[src/hw/lci_pkg.sv]
package lci_pkg;

	// ----------------------------------------------------------------
	// bus geometry
	// ----------------------------------------------------------------
	localparam int unsigned ADDR_W  = 3;
	localparam int unsigned DATA_W  = 8;

	// ----------------------------------------------------------------
	// source selection geometry
	// ----------------------------------------------------------------
	localparam int unsigned SEL_W   = 6;
	localparam int unsigned SRC_N   = 64;
	localparam int unsigned DIN_N   = 4;

	// ----------------------------------------------------------------
	// register offsets (word index on the plain port)
	// ----------------------------------------------------------------
	localparam logic [ADDR_W-1:0] OFF_DATA_ONE_SEL   = 3'h0;
	localparam logic [ADDR_W-1:0] OFF_DATA_TWO_SEL   = 3'h1;
	localparam logic [ADDR_W-1:0] OFF_DATA_THREE_SEL = 3'h2;
	localparam logic [ADDR_W-1:0] OFF_DATA_FOUR_SEL  = 3'h3;
	localparam logic [ADDR_W-1:0] OFF_GATE_ZERO_EN   = 3'h4;
	localparam logic [ADDR_W-1:0] OFF_CELL_STATUS    = 3'h5;

	// ----------------------------------------------------------------
	// field positions
	// ----------------------------------------------------------------
	localparam int unsigned SEL_CODE_LSB   = 0;
	localparam int unsigned SEL_CODE_MSB   = 5;
	localparam int unsigned GZ_FOUR_TRUE   = 7;
	localparam int unsigned GZ_FOUR_INV    = 6;
	localparam int unsigned GZ_THREE_TRUE  = 5;
	localparam int unsigned GZ_THREE_INV   = 4;
	localparam int unsigned GZ_TWO_TRUE    = 3;
	localparam int unsigned GZ_TWO_INV     = 2;
	localparam int unsigned GZ_ONE_TRUE    = 1;
	localparam int unsigned GZ_ONE_INV     = 0;
	localparam int unsigned ST_GATE_ZERO   = 4;

	// ----------------------------------------------------------------
	// reset values of the bus side and synchroniser
	// ----------------------------------------------------------------
	localparam logic [DATA_W-1:0] RD_DATA_RST = 8'h00;
	localparam logic [SRC_N-1:0]  SYNC_RST    = 64'h0000_0000_0000_0000;

endpackage

[src/hw/lci_sync.sv]
`timescale 1ns/10ps
// two-flop synchroniser for the asynchronous source pins
module lci_sync
(
	input  wire logic                      sys_clk,
	input  wire logic                      rst_n,
	input  wire logic [lci_pkg::SRC_N-1:0] async_in,
	output logic      [lci_pkg::SRC_N-1:0] sync_out
);

	logic [lci_pkg::SRC_N-1:0] meta_reg;

	// first stage feeds only the second stage
	always_ff @(posedge sys_clk or negedge rst_n)
	begin
		if (!rst_n)
		begin
			meta_reg <= lci_pkg::SYNC_RST;
			sync_out <= lci_pkg::SYNC_RST;
		end
		else
		begin
			meta_reg <= async_in;
			sync_out <= meta_reg;
		end
	end

endmodule

[src/hw/lci_src_mux.sv]
`timescale 1ns/10ps
// one-of-sixty-four source picker for a single data input
module lci_src_mux
(
	input  wire logic [lci_pkg::SRC_N-1:0] sources,
	input  wire logic [lci_pkg::SEL_W-1:0] code,
	output wire logic                      picked
);

	// codes cover all sources, so no code is illegal
	assign picked = sources[code];

endmodule

[src/hw/lci_top.sv]
// The placing of the registers and the address-and-strobe port were left to the implementer.
`timescale 1ns/10ps
module lci_top
(
	input  wire logic                       sys_clk,
	input  wire logic                       rst_n,
	input  wire logic [lci_pkg::ADDR_W-1:0] reg_addr,
	input  wire logic [lci_pkg::DATA_W-1:0] reg_wr_data,
	input  wire logic                       reg_wr_stb,
	input  wire logic                       reg_rd_stb,
	output logic      [lci_pkg::DATA_W-1:0] reg_rd_data,
	input  wire logic [lci_pkg::SRC_N-1:0]  source_pins,
	output logic                            selected_input_first,
	output logic                            selected_input_second,
	output logic                            selected_input_third,
	output logic                            selected_input_fourth,
	output logic                            gate_zero_out
);

	// ----------------------------------------------------------------
	// address decode helper
	// ----------------------------------------------------------------
	function automatic logic addr_hit(input logic [lci_pkg::ADDR_W-1:0] addr,
		input logic [lci_pkg::ADDR_W-1:0] off);
		addr_hit = (addr == off);
	endfunction

	// ----------------------------------------------------------------
	// declarations
	// ----------------------------------------------------------------
	logic [lci_pkg::SEL_W-1:0]  sel_reg [lci_pkg::DIN_N];
	logic [lci_pkg::DATA_W-1:0] gate_en_reg;
	logic [lci_pkg::SRC_N-1:0]  src_sync;
	logic [lci_pkg::DIN_N-1:0]  din_pick;
	logic [lci_pkg::DATA_W-1:0] rd_data_next;
	logic [lci_pkg::DATA_W-1:0] sel_read [lci_pkg::DIN_N];
	logic [lci_pkg::DIN_N-1:0]  sel_wr_hit;
	logic [lci_pkg::DATA_W-1:0] status_word;
	logic [lci_pkg::DATA_W-1:0] gate_terms;
	logic                       gate_en_wr_hit;
	logic                       gate_zero_next;
	logic                       sel_rd_any;
	logic [lci_pkg::DATA_W-1:0] sel_rd_word;

	// ----------------------------------------------------------------
	// source pins cross into the clock domain
	// ----------------------------------------------------------------
	lci_sync u_sync
	(
		.sys_clk  (sys_clk),
		.rst_n    (rst_n),
		.async_in (source_pins),
		.sync_out (src_sync)
	);

	// ----------------------------------------------------------------
	// select registers and source pickers
	// ----------------------------------------------------------------
	genvar gi;
	generate
		for (gi = 0; gi < lci_pkg::DIN_N; gi++)
		begin : g_din
			// index order follows the offsets, one register per data input
			assign sel_wr_hit[gi] = reg_wr_stb &&
				addr_hit(reg_addr, lci_pkg::OFF_DATA_ONE_SEL + lci_pkg::ADDR_W'(gi));

			// no reset: contents survive every reset but power-up
			always_ff @(posedge sys_clk)
			begin
				if (sel_wr_hit[gi])
					sel_reg[gi] <= reg_wr_data[lci_pkg::SEL_CODE_MSB:lci_pkg::SEL_CODE_LSB];
			end

			// upper two bits are not stored and read back as zero
			assign sel_read[gi] = {2'h0, sel_reg[gi]};

			lci_src_mux u_mux
			(
				.sources (src_sync),
				.code    (sel_reg[gi]),
				.picked  (din_pick[gi])
			);
		end
	endgenerate

	// ----------------------------------------------------------------
	// gate zero term enables
	// ----------------------------------------------------------------
	assign gate_en_wr_hit = reg_wr_stb && addr_hit(reg_addr, lci_pkg::OFF_GATE_ZERO_EN);

	// same retention behaviour as the select registers
	always_ff @(posedge sys_clk)
	begin
		if (gate_en_wr_hit)
			gate_en_reg <= reg_wr_data;
	end

	// ----------------------------------------------------------------
	// gate zero: each term is masked by its own enable bit
	// ----------------------------------------------------------------
	assign gate_terms[lci_pkg::GZ_FOUR_TRUE]  = gate_en_reg[lci_pkg::GZ_FOUR_TRUE]  &  din_pick[3];
	assign gate_terms[lci_pkg::GZ_FOUR_INV]   = gate_en_reg[lci_pkg::GZ_FOUR_INV]   & ~din_pick[3];
	assign gate_terms[lci_pkg::GZ_THREE_TRUE] = gate_en_reg[lci_pkg::GZ_THREE_TRUE] &  din_pick[2];
	assign gate_terms[lci_pkg::GZ_THREE_INV]  = gate_en_reg[lci_pkg::GZ_THREE_INV]  & ~din_pick[2];
	assign gate_terms[lci_pkg::GZ_TWO_TRUE]   = gate_en_reg[lci_pkg::GZ_TWO_TRUE]   &  din_pick[1];
	assign gate_terms[lci_pkg::GZ_TWO_INV]    = gate_en_reg[lci_pkg::GZ_TWO_INV]    & ~din_pick[1];
	assign gate_terms[lci_pkg::GZ_ONE_TRUE]   = gate_en_reg[lci_pkg::GZ_ONE_TRUE]   &  din_pick[0];
	assign gate_terms[lci_pkg::GZ_ONE_INV]    = gate_en_reg[lci_pkg::GZ_ONE_INV]    & ~din_pick[0];

	// a cleared enable forces its term to zero, so the OR never sees it
	assign gate_zero_next = |gate_terms;

	// ----------------------------------------------------------------
	// picked inputs and gate zero leave through flip-flops
	// ----------------------------------------------------------------
	// outputs reset to zero even though the configuration does not
	always_ff @(posedge sys_clk or negedge rst_n)
	begin
		if (!rst_n)
		begin
			selected_input_first  <= 1'b0;
			selected_input_second <= 1'b0;
			selected_input_third  <= 1'b0;
			selected_input_fourth <= 1'b0;
			gate_zero_out         <= 1'b0;
		end
		else
		begin
			selected_input_first  <= din_pick[0];
			selected_input_second <= din_pick[1];
			selected_input_third  <= din_pick[2];
			selected_input_fourth <= din_pick[3];
			gate_zero_out         <= gate_zero_next;
		end
	end

	// ----------------------------------------------------------------
	// read path
	// ----------------------------------------------------------------
	// status shows the picked inputs and gate zero as registered in the output flops
	assign status_word = {3'h0, gate_zero_out, selected_input_fourth, selected_input_third,
		selected_input_second, selected_input_first};

	// select registers sit on consecutive offsets starting at zero
	assign sel_rd_any  = (reg_addr < lci_pkg::OFF_GATE_ZERO_EN);
	assign sel_rd_word = sel_read[reg_addr[1:0]];

	// unmapped offsets read as zero
	assign rd_data_next = !reg_rd_stb                                      ? lci_pkg::RD_DATA_RST :
		sel_rd_any                                                         ? sel_rd_word :
		addr_hit(reg_addr, lci_pkg::OFF_GATE_ZERO_EN)                      ? gate_en_reg :
		addr_hit(reg_addr, lci_pkg::OFF_CELL_STATUS)                       ? status_word :
		lci_pkg::RD_DATA_RST;

	// data stand only in the cycle after the strobe
	always_ff @(posedge sys_clk or negedge rst_n)
	begin
		if (!rst_n)
			reg_rd_data <= lci_pkg::RD_DATA_RST;
		else
			reg_rd_data <= rd_data_next;
	end

endmodule

[config.mk]
export PLATFORM = sky130hd
export DESIGN_NAME = lci_top
export DESIGN_NICKNAME = d
export VERILOG_FILES = /design/src/hw/lci_pkg.sv /design/src/hw/lci_sync.sv /design/src/hw/lci_src_mux.sv /design/src/hw/lci_top.sv
export SDC_FILE = /design/constraint.sdc
export NUM_CORES = 1
export LEC_CHECK = 0
export CAP_MARGIN = 10
export CORE_MARGIN = 3
export CORE_UTILIZATION = 57
export CTS_CLUSTER_DIAMETER = 200
export DETAILED_ROUTE_END_ITERATION = 12
export DONT_BUFFER_PORTS = 1
export GPL_TIMING_DRIVEN = 0
export HOLD_SLACK_MARGIN = 0.1
export PLACE_DENSITY_LB_ADDON = 0.08
export SYNTH_ARGS = -nofsm -noshare
export SYNTH_HDL_FRONTEND = slang
export SYNTH_HIERARCHICAL = 1
export SYNTH_SLANG_ARGS = --single-unit
export TNS_END_PERCENT = 1
[constraint.sdc]
create_clock -name sys_clk -period 2.01 [get_ports sys_clk]
set_input_delay 0.1005 -clock sys_clk [delete_from_list [all_inputs] [get_ports sys_clk]]
set_output_delay 0.1005 -clock sys_clk [all_outputs]
set_load 0.01 [all_outputs]
After elaboration in Yosys (flattened, before gate mapping)
Memory sizes are Yosys's and may differ from the RTL's.
Index checks and enable logic that the tools add are counted.
{ "totals": {"mem_bits_ro": 0, "input_bits": 79, "ff_bits": 149, "latch_bits": 0, "out_inout_bits": 13, "word_cells": 76, "mem_count": 1, "ram_bits": 24} }
{ "memory_table": {"columns": ["name", "words", "word_bits", "rd", "rd_clocked_by_memory_dff", "wr", "line_no", "rtl"], "rows": [
  ["sel_reg", 4, 6, 4, 0, 1, "lci_top.sv:31", "logic [lci_pkg::SEL_W-1:0] sel_reg [lci_pkg::DIN_N];"]
]} }
{ "op_classes": {"n_lt_le_gt_ge": 6, "n_reduce_logical": 10, "n_bitwise": 13, "n_addsub": 0, "n_eq_ne": 5, "n_mux": 32, "shifts": 0, "n_mul": 0, "div": 0} }
{ "ops": {"columns": ["cell", "n"], "rows": [
  ["2-to-1 mux 8 bit", 5],
  ["< comparator 6 x 7 -> 1 bit (second input constant)", 4],
  ["binary-select mux 1 bit (select 6 bit)", 4],
  ["2-to-1 mux 6 bit", 3],
  ["OR reduction 6 bit", 3],
  ["binary-select mux 8 bit (select 2 bit)", 1],
  ["2-to-1 mux 1 bit", 15],
  ["bitwise AND 1 bit", 8],
  ["OR reduction 8 bit", 1],
  ["equality test 3 x 2 -> 1 bit (second input constant)", 2],
  ["equality test 3 bit (second input constant)", 2],
  ["2-to-1 mux 2 bit", 3],
  ["logical AND 1 bit", 5],
  ["2-to-1 mux 5 bit", 1],
  ["inverter 1 bit", 4],
  ["equality test 3 x 1 -> 1 bit (second input constant)", 1],
  [">= comparator 3 bit (second input constant)", 1],
  ["logical NOT 3 bit", 1],
  ["< comparator 3 bit (second input constant)", 1],
  ["inverter 2 -> 3 bit", 1]
]} }

Depth between registers and ports, before layout
{ "depth": {"depth_word": 8, "mapped_depth": 9, "mapped_depth_nobuf": 7} }

Cells and area by module
The synthesis kept the hierarchy.
{ "by_module_without_submodules": {"columns": ["module", "seq_area_each_um2", "area_each_um2", "instances", "cells_per_inst"], "rows": [
  ["lci_sync", 3203.1, 3203.1, 1, 128],
  ["lci_src_mux", 0.0, 600.6, 4, 62],
  ["lci_top", 1286.2, 1700.4, 1, 99]
]} }

Least setup slack after synthesis
No wires, ideal clock.
{ "synth_timing": {"path_type": "register to register", "from": "memory sel_reg[0][0] (netlist name)", "to": "register gate_zero_out", "path_buffers": 1, "slack_ns": 0.059, "period_less_slack_ns": 1.951, "setup_time_ns": 0.133, "arrival_ns": 1.818, "path_stages_with_launch": 9, "t_required_ns": 1.877, "path_cell_list": "edfxtp_1 buf_6 mux4_2 inv_1 a221oi_2 a211oi_2 a211oi_2 mux2i_1 nand4_1"} }
{ "synth_lines": {"columns": ["element", "line_no", "rtl"], "rows": [
  ["start, declared", "lci_top.sv:31", null],
  ["end signal, assigned", "lci_top.sv:133", "gate_zero_out <= gate_zero_next;"],
  ["end, declared", "lci_top.sv:17", "output logic gate_zero_out"]
]} }

==> metrics.md <==
| Metric | Value |
|---|---|
| Status | `finished, violations left` |
| Violated checks | `negative hold slack, negative setup slack` |
| Ys Warns | `6` |
| Crit-path slowest cell | `mux4_1` |
| Worst-Skew Late Latency | `0.43 ns` |
| Final hold viol count | `141` |
| Crit path cell chain | `buf_2 -> mux4_1 -> o2111ai_1 -> nand3_1 -> a211oi_2 -> a211oi_2 -> mux2i_1 -> nand4_1` |
| Power Density | `862 mW/mm^2` |
| Die height | `119 um` |
| Core area | `0.0123 mm^2` |
| Average size of a mapped cell | `15.4 um^2` |
| Yosys top cell area share | `48.3%` |
| DRT iter0 DRCs | `401` |
| Clock buffer count from CTS | `17` |
| Port bufs | `0` |
| WP buf/inv | `1` |
| N_diodes | `0` |
| Vias/cell | `6.32` |
| Final WS setup | `-0.423 ns` |
| Drt wl/cell | `26.6 um` |
| Number of enable flip-flop cells after synthesis | `32` |
| F_max | `0.411 GHz` |
| Largest net degree at the start of global routing | `142` |
| Pre-Repair DR Iteration Count | `5` |
| Fin nets | `655` |
| Crit start category | `flip-flop` |
| Period minus WS final | `2.43 ns` |
| First-pass GRT wire length | `30600 um` |
| Skew final | `0.00901 ns` |
| Largest fanout on the critical path | `10` |
| Post-Syn Area | `0.00731 mm^2` |
| Max-slew violations | `0` |
| CTS clk-pin slew, worst paths | `0.07 ns` |
| WHS | `-0.635 ns` |
| Drt drc | `0` |
| Crit. End Element | `flip-flop` |
| Area leader, netlist | `dfrtp_1` |
| Placement Rows | `40` |
| Max VDD drop | `1250 uV` |
| Detail Route Antenna Nets | `0` |
| Die area | `0.0142 mm^2` |
| H-tree levels | `4` |
| Total power | `7.85 mW` |
| Synth-to-Final Area Change | `24.7%` |
| Final instance area | `0.00911 mm^2` |
| Max-cap violations | `0` |
| Initial antenna violation count | `0` |
| CTS root buf | `clkbuf_16` |
| Clock tree from TritonCTS | `done` |
| Final wirelength | `20100 um` |
| Layout cells sized above 1 | `22.2%` |
| CP required | `2.31 ns` |
| # clock sinks | `173` |
| Top cell family by delay on the critical path | `compound AO/OA/AOI/OAI gates` |
| Hpwl dp | `13200 um` |
| Ys flop type | `dfrtp_1` |
| Post-synthesis async set-or-reset flop share | `81.5%` |
| Starting Density | `59.6%` |
| # IOs | `92` |
| Slowest stage delay, CP | `0.41 ns` |
| CTS Buffer Depth | `2` |
| Syn Nets | `554` |
| Critical Path AT | `2.73 ns` |
| Leakage power | `3.73 nW` |
| Unrepaired setup endpoints after global routing | `yes` |
| Flops & latches, synth | `173` |
| Tightest Pin Transition | `1.22 ns` |
| Gate Count Post-Synth | `475` |
| Vias | `4787` |
| RePlAce Congestion | `0.917` |
| Synth area leaders | `dfrtp_1 48%, mux4_2 14%, edfxtp_1 13%` |
| Post-place instance area | `0.00752 mm^2` |
| Setup CP Type | `flip-flop to flip-flop` |
| Relative max-transition margin | `18.3%` |
| Final setup fails | `5` |
| Die width | `119 um` |
| Total congestion overflow | `0` |
| Most frequent CP cell | `a211oi_2` |
| Cell variety after synth | `37` |
| Hold WC Path Type | `input port to asynchronous set/reset pin` |
| Sequential share of the synthesized area | `61.4%` |
| Vias in the first global route | `5134` |
| CTS Hold Buffers Added | `78` |
| Final worst path period share | `121%` |
| Total GRT Usage | `29.7%` |
## stage by stage
step | setup TNS [ns] | setup WS [ns] | instances | util [%]
after global placement | -1.24 | -0.575 | 643 | 61.3
after floorplan | 0 | 0.0593 | 475 | -
after global routing | -1.19 | -0.503 | 757 | 74.3
after detailed placement | -1.18 | -0.558 | 643 | 61.3
after CTS | -0.642 | -0.372 | 753 | 73.7
final | -0.949 | -0.423 | 757 | 74.3
## synth_stat cells (all sizes together), types with 5 or more instances
| cell | count |
|---|---|
| mux2i | 41 |
| o22a | 5 |
| nand2 | 16 |
| dfrtp | 141 |
| nand2b | 8 |
| a22oi | 8 |
| nand3 | 8 |
| buf | 20 |
| edfxtp | 32 |
| nor2 | 30 |
| clkbuf | 8 |
| nor4 | 12 |
| o21ai | 5 |
| a211oi | 12 |
| inv | 16 |
| nand4 | 5 |
| mux4 | 48 |
| nor3 | 10 |
| and3 | 9 |
| nor2b | 9 |
## final timing paths
| check | slack, ns | end | start | cells past startpoint |
|---|---|---|---|---|
| min in group sys_clk | 0.14 | sel_reg[1][5]$_DFFE_PP_ | reg_addr[2] | 3 |
| worst min-delay path | -0.64 | u_sync/sync_out[9]$_DFF_PN0_ | rst_n | 0 |
| max in group asynchronous | 2.43 | u_sync/meta_reg[30]$_DFF_PN0_ | rst_n | 0 |
| worst max-delay path | -0.42 | gate_zero_out$_DFF_PN0_ | sel_reg[3][1]$_DFFE_PP_ | 8 |
| worst min register to register | 0.34 | u_sync/sync_out[14]$_DFF_PN0_ | u_sync/meta_reg[14]$_DFF_PN0_ | 0 |
| worst max register to register | -0.42 | gate_zero_out$_DFF_PN0_ | sel_reg[3][1]$_DFFE_PP_ | 8 |
## logic make-up after synthesis
logic type / synth area share [%]
compound gates: 6.46
buf+inv: 2.98
simple gates: 7.88
flops: 61.4
mux: 21.2
## placed cells by master (no fill, tap or decap), types with 15 or more instances in the layout
cell type,Yosys,final
buf_4,1,15
mux4_2,44,45
nor2_1,30,30
mux2i_1,41,40
inv_1,16,15
dfrtp_1,141,141
clkbuf_16,0,17
nand2_1,16,16
edfxtp_1,32,32
dlygate4sd3_1,0,78
## cell type report
type | instances | area [um^2]
Buffer | 22 | 188
Fill cell | 716 | 3150
Inverter | 16 | 60.1
Clock inverter | 12 | 148
Sequential cell | 173 | 4490
Tap cell | 168 | 210
Multi-Input combinational cell | 258 | 2670
Timing Repair Buffer | 88 | 888
Clock buffer | 20 | 457
## power breakdown
| group | internal, mW | switching, mW | total [mW] |
|---|---|---|---|
| Sequential | 3.74 | 0.147 | 3.89 |
| Combinational | 0.354 | 0.280 | 0.633 |
| Clock | 1.93 | 1.39 | 3.32 |
| Total | 6.03 | 1.82 | 7.85 |
## metal layers
metal  vias to the layer above  wire length [um]  global-route usage, %
met1                      2497              8160                   38.4
met2                       231              9960                   47.0
met4                         0               710                   14.9
li1                       2011                 -                      -
met5                         -                 0                      0
met3                        48              1280                   7.64
## what timing repair did
action / in CTS / in global routing
buffers inserted: 4 / 5
endpoints found under the hold margin: 253 / 141
pin swaps: 10 / 6
gates cloned: 1 / 0
setup endpoints to repair: 5 / 5
resized for setup: 25 / 7
Note: power is estimated with default switching activity, not from simulation.
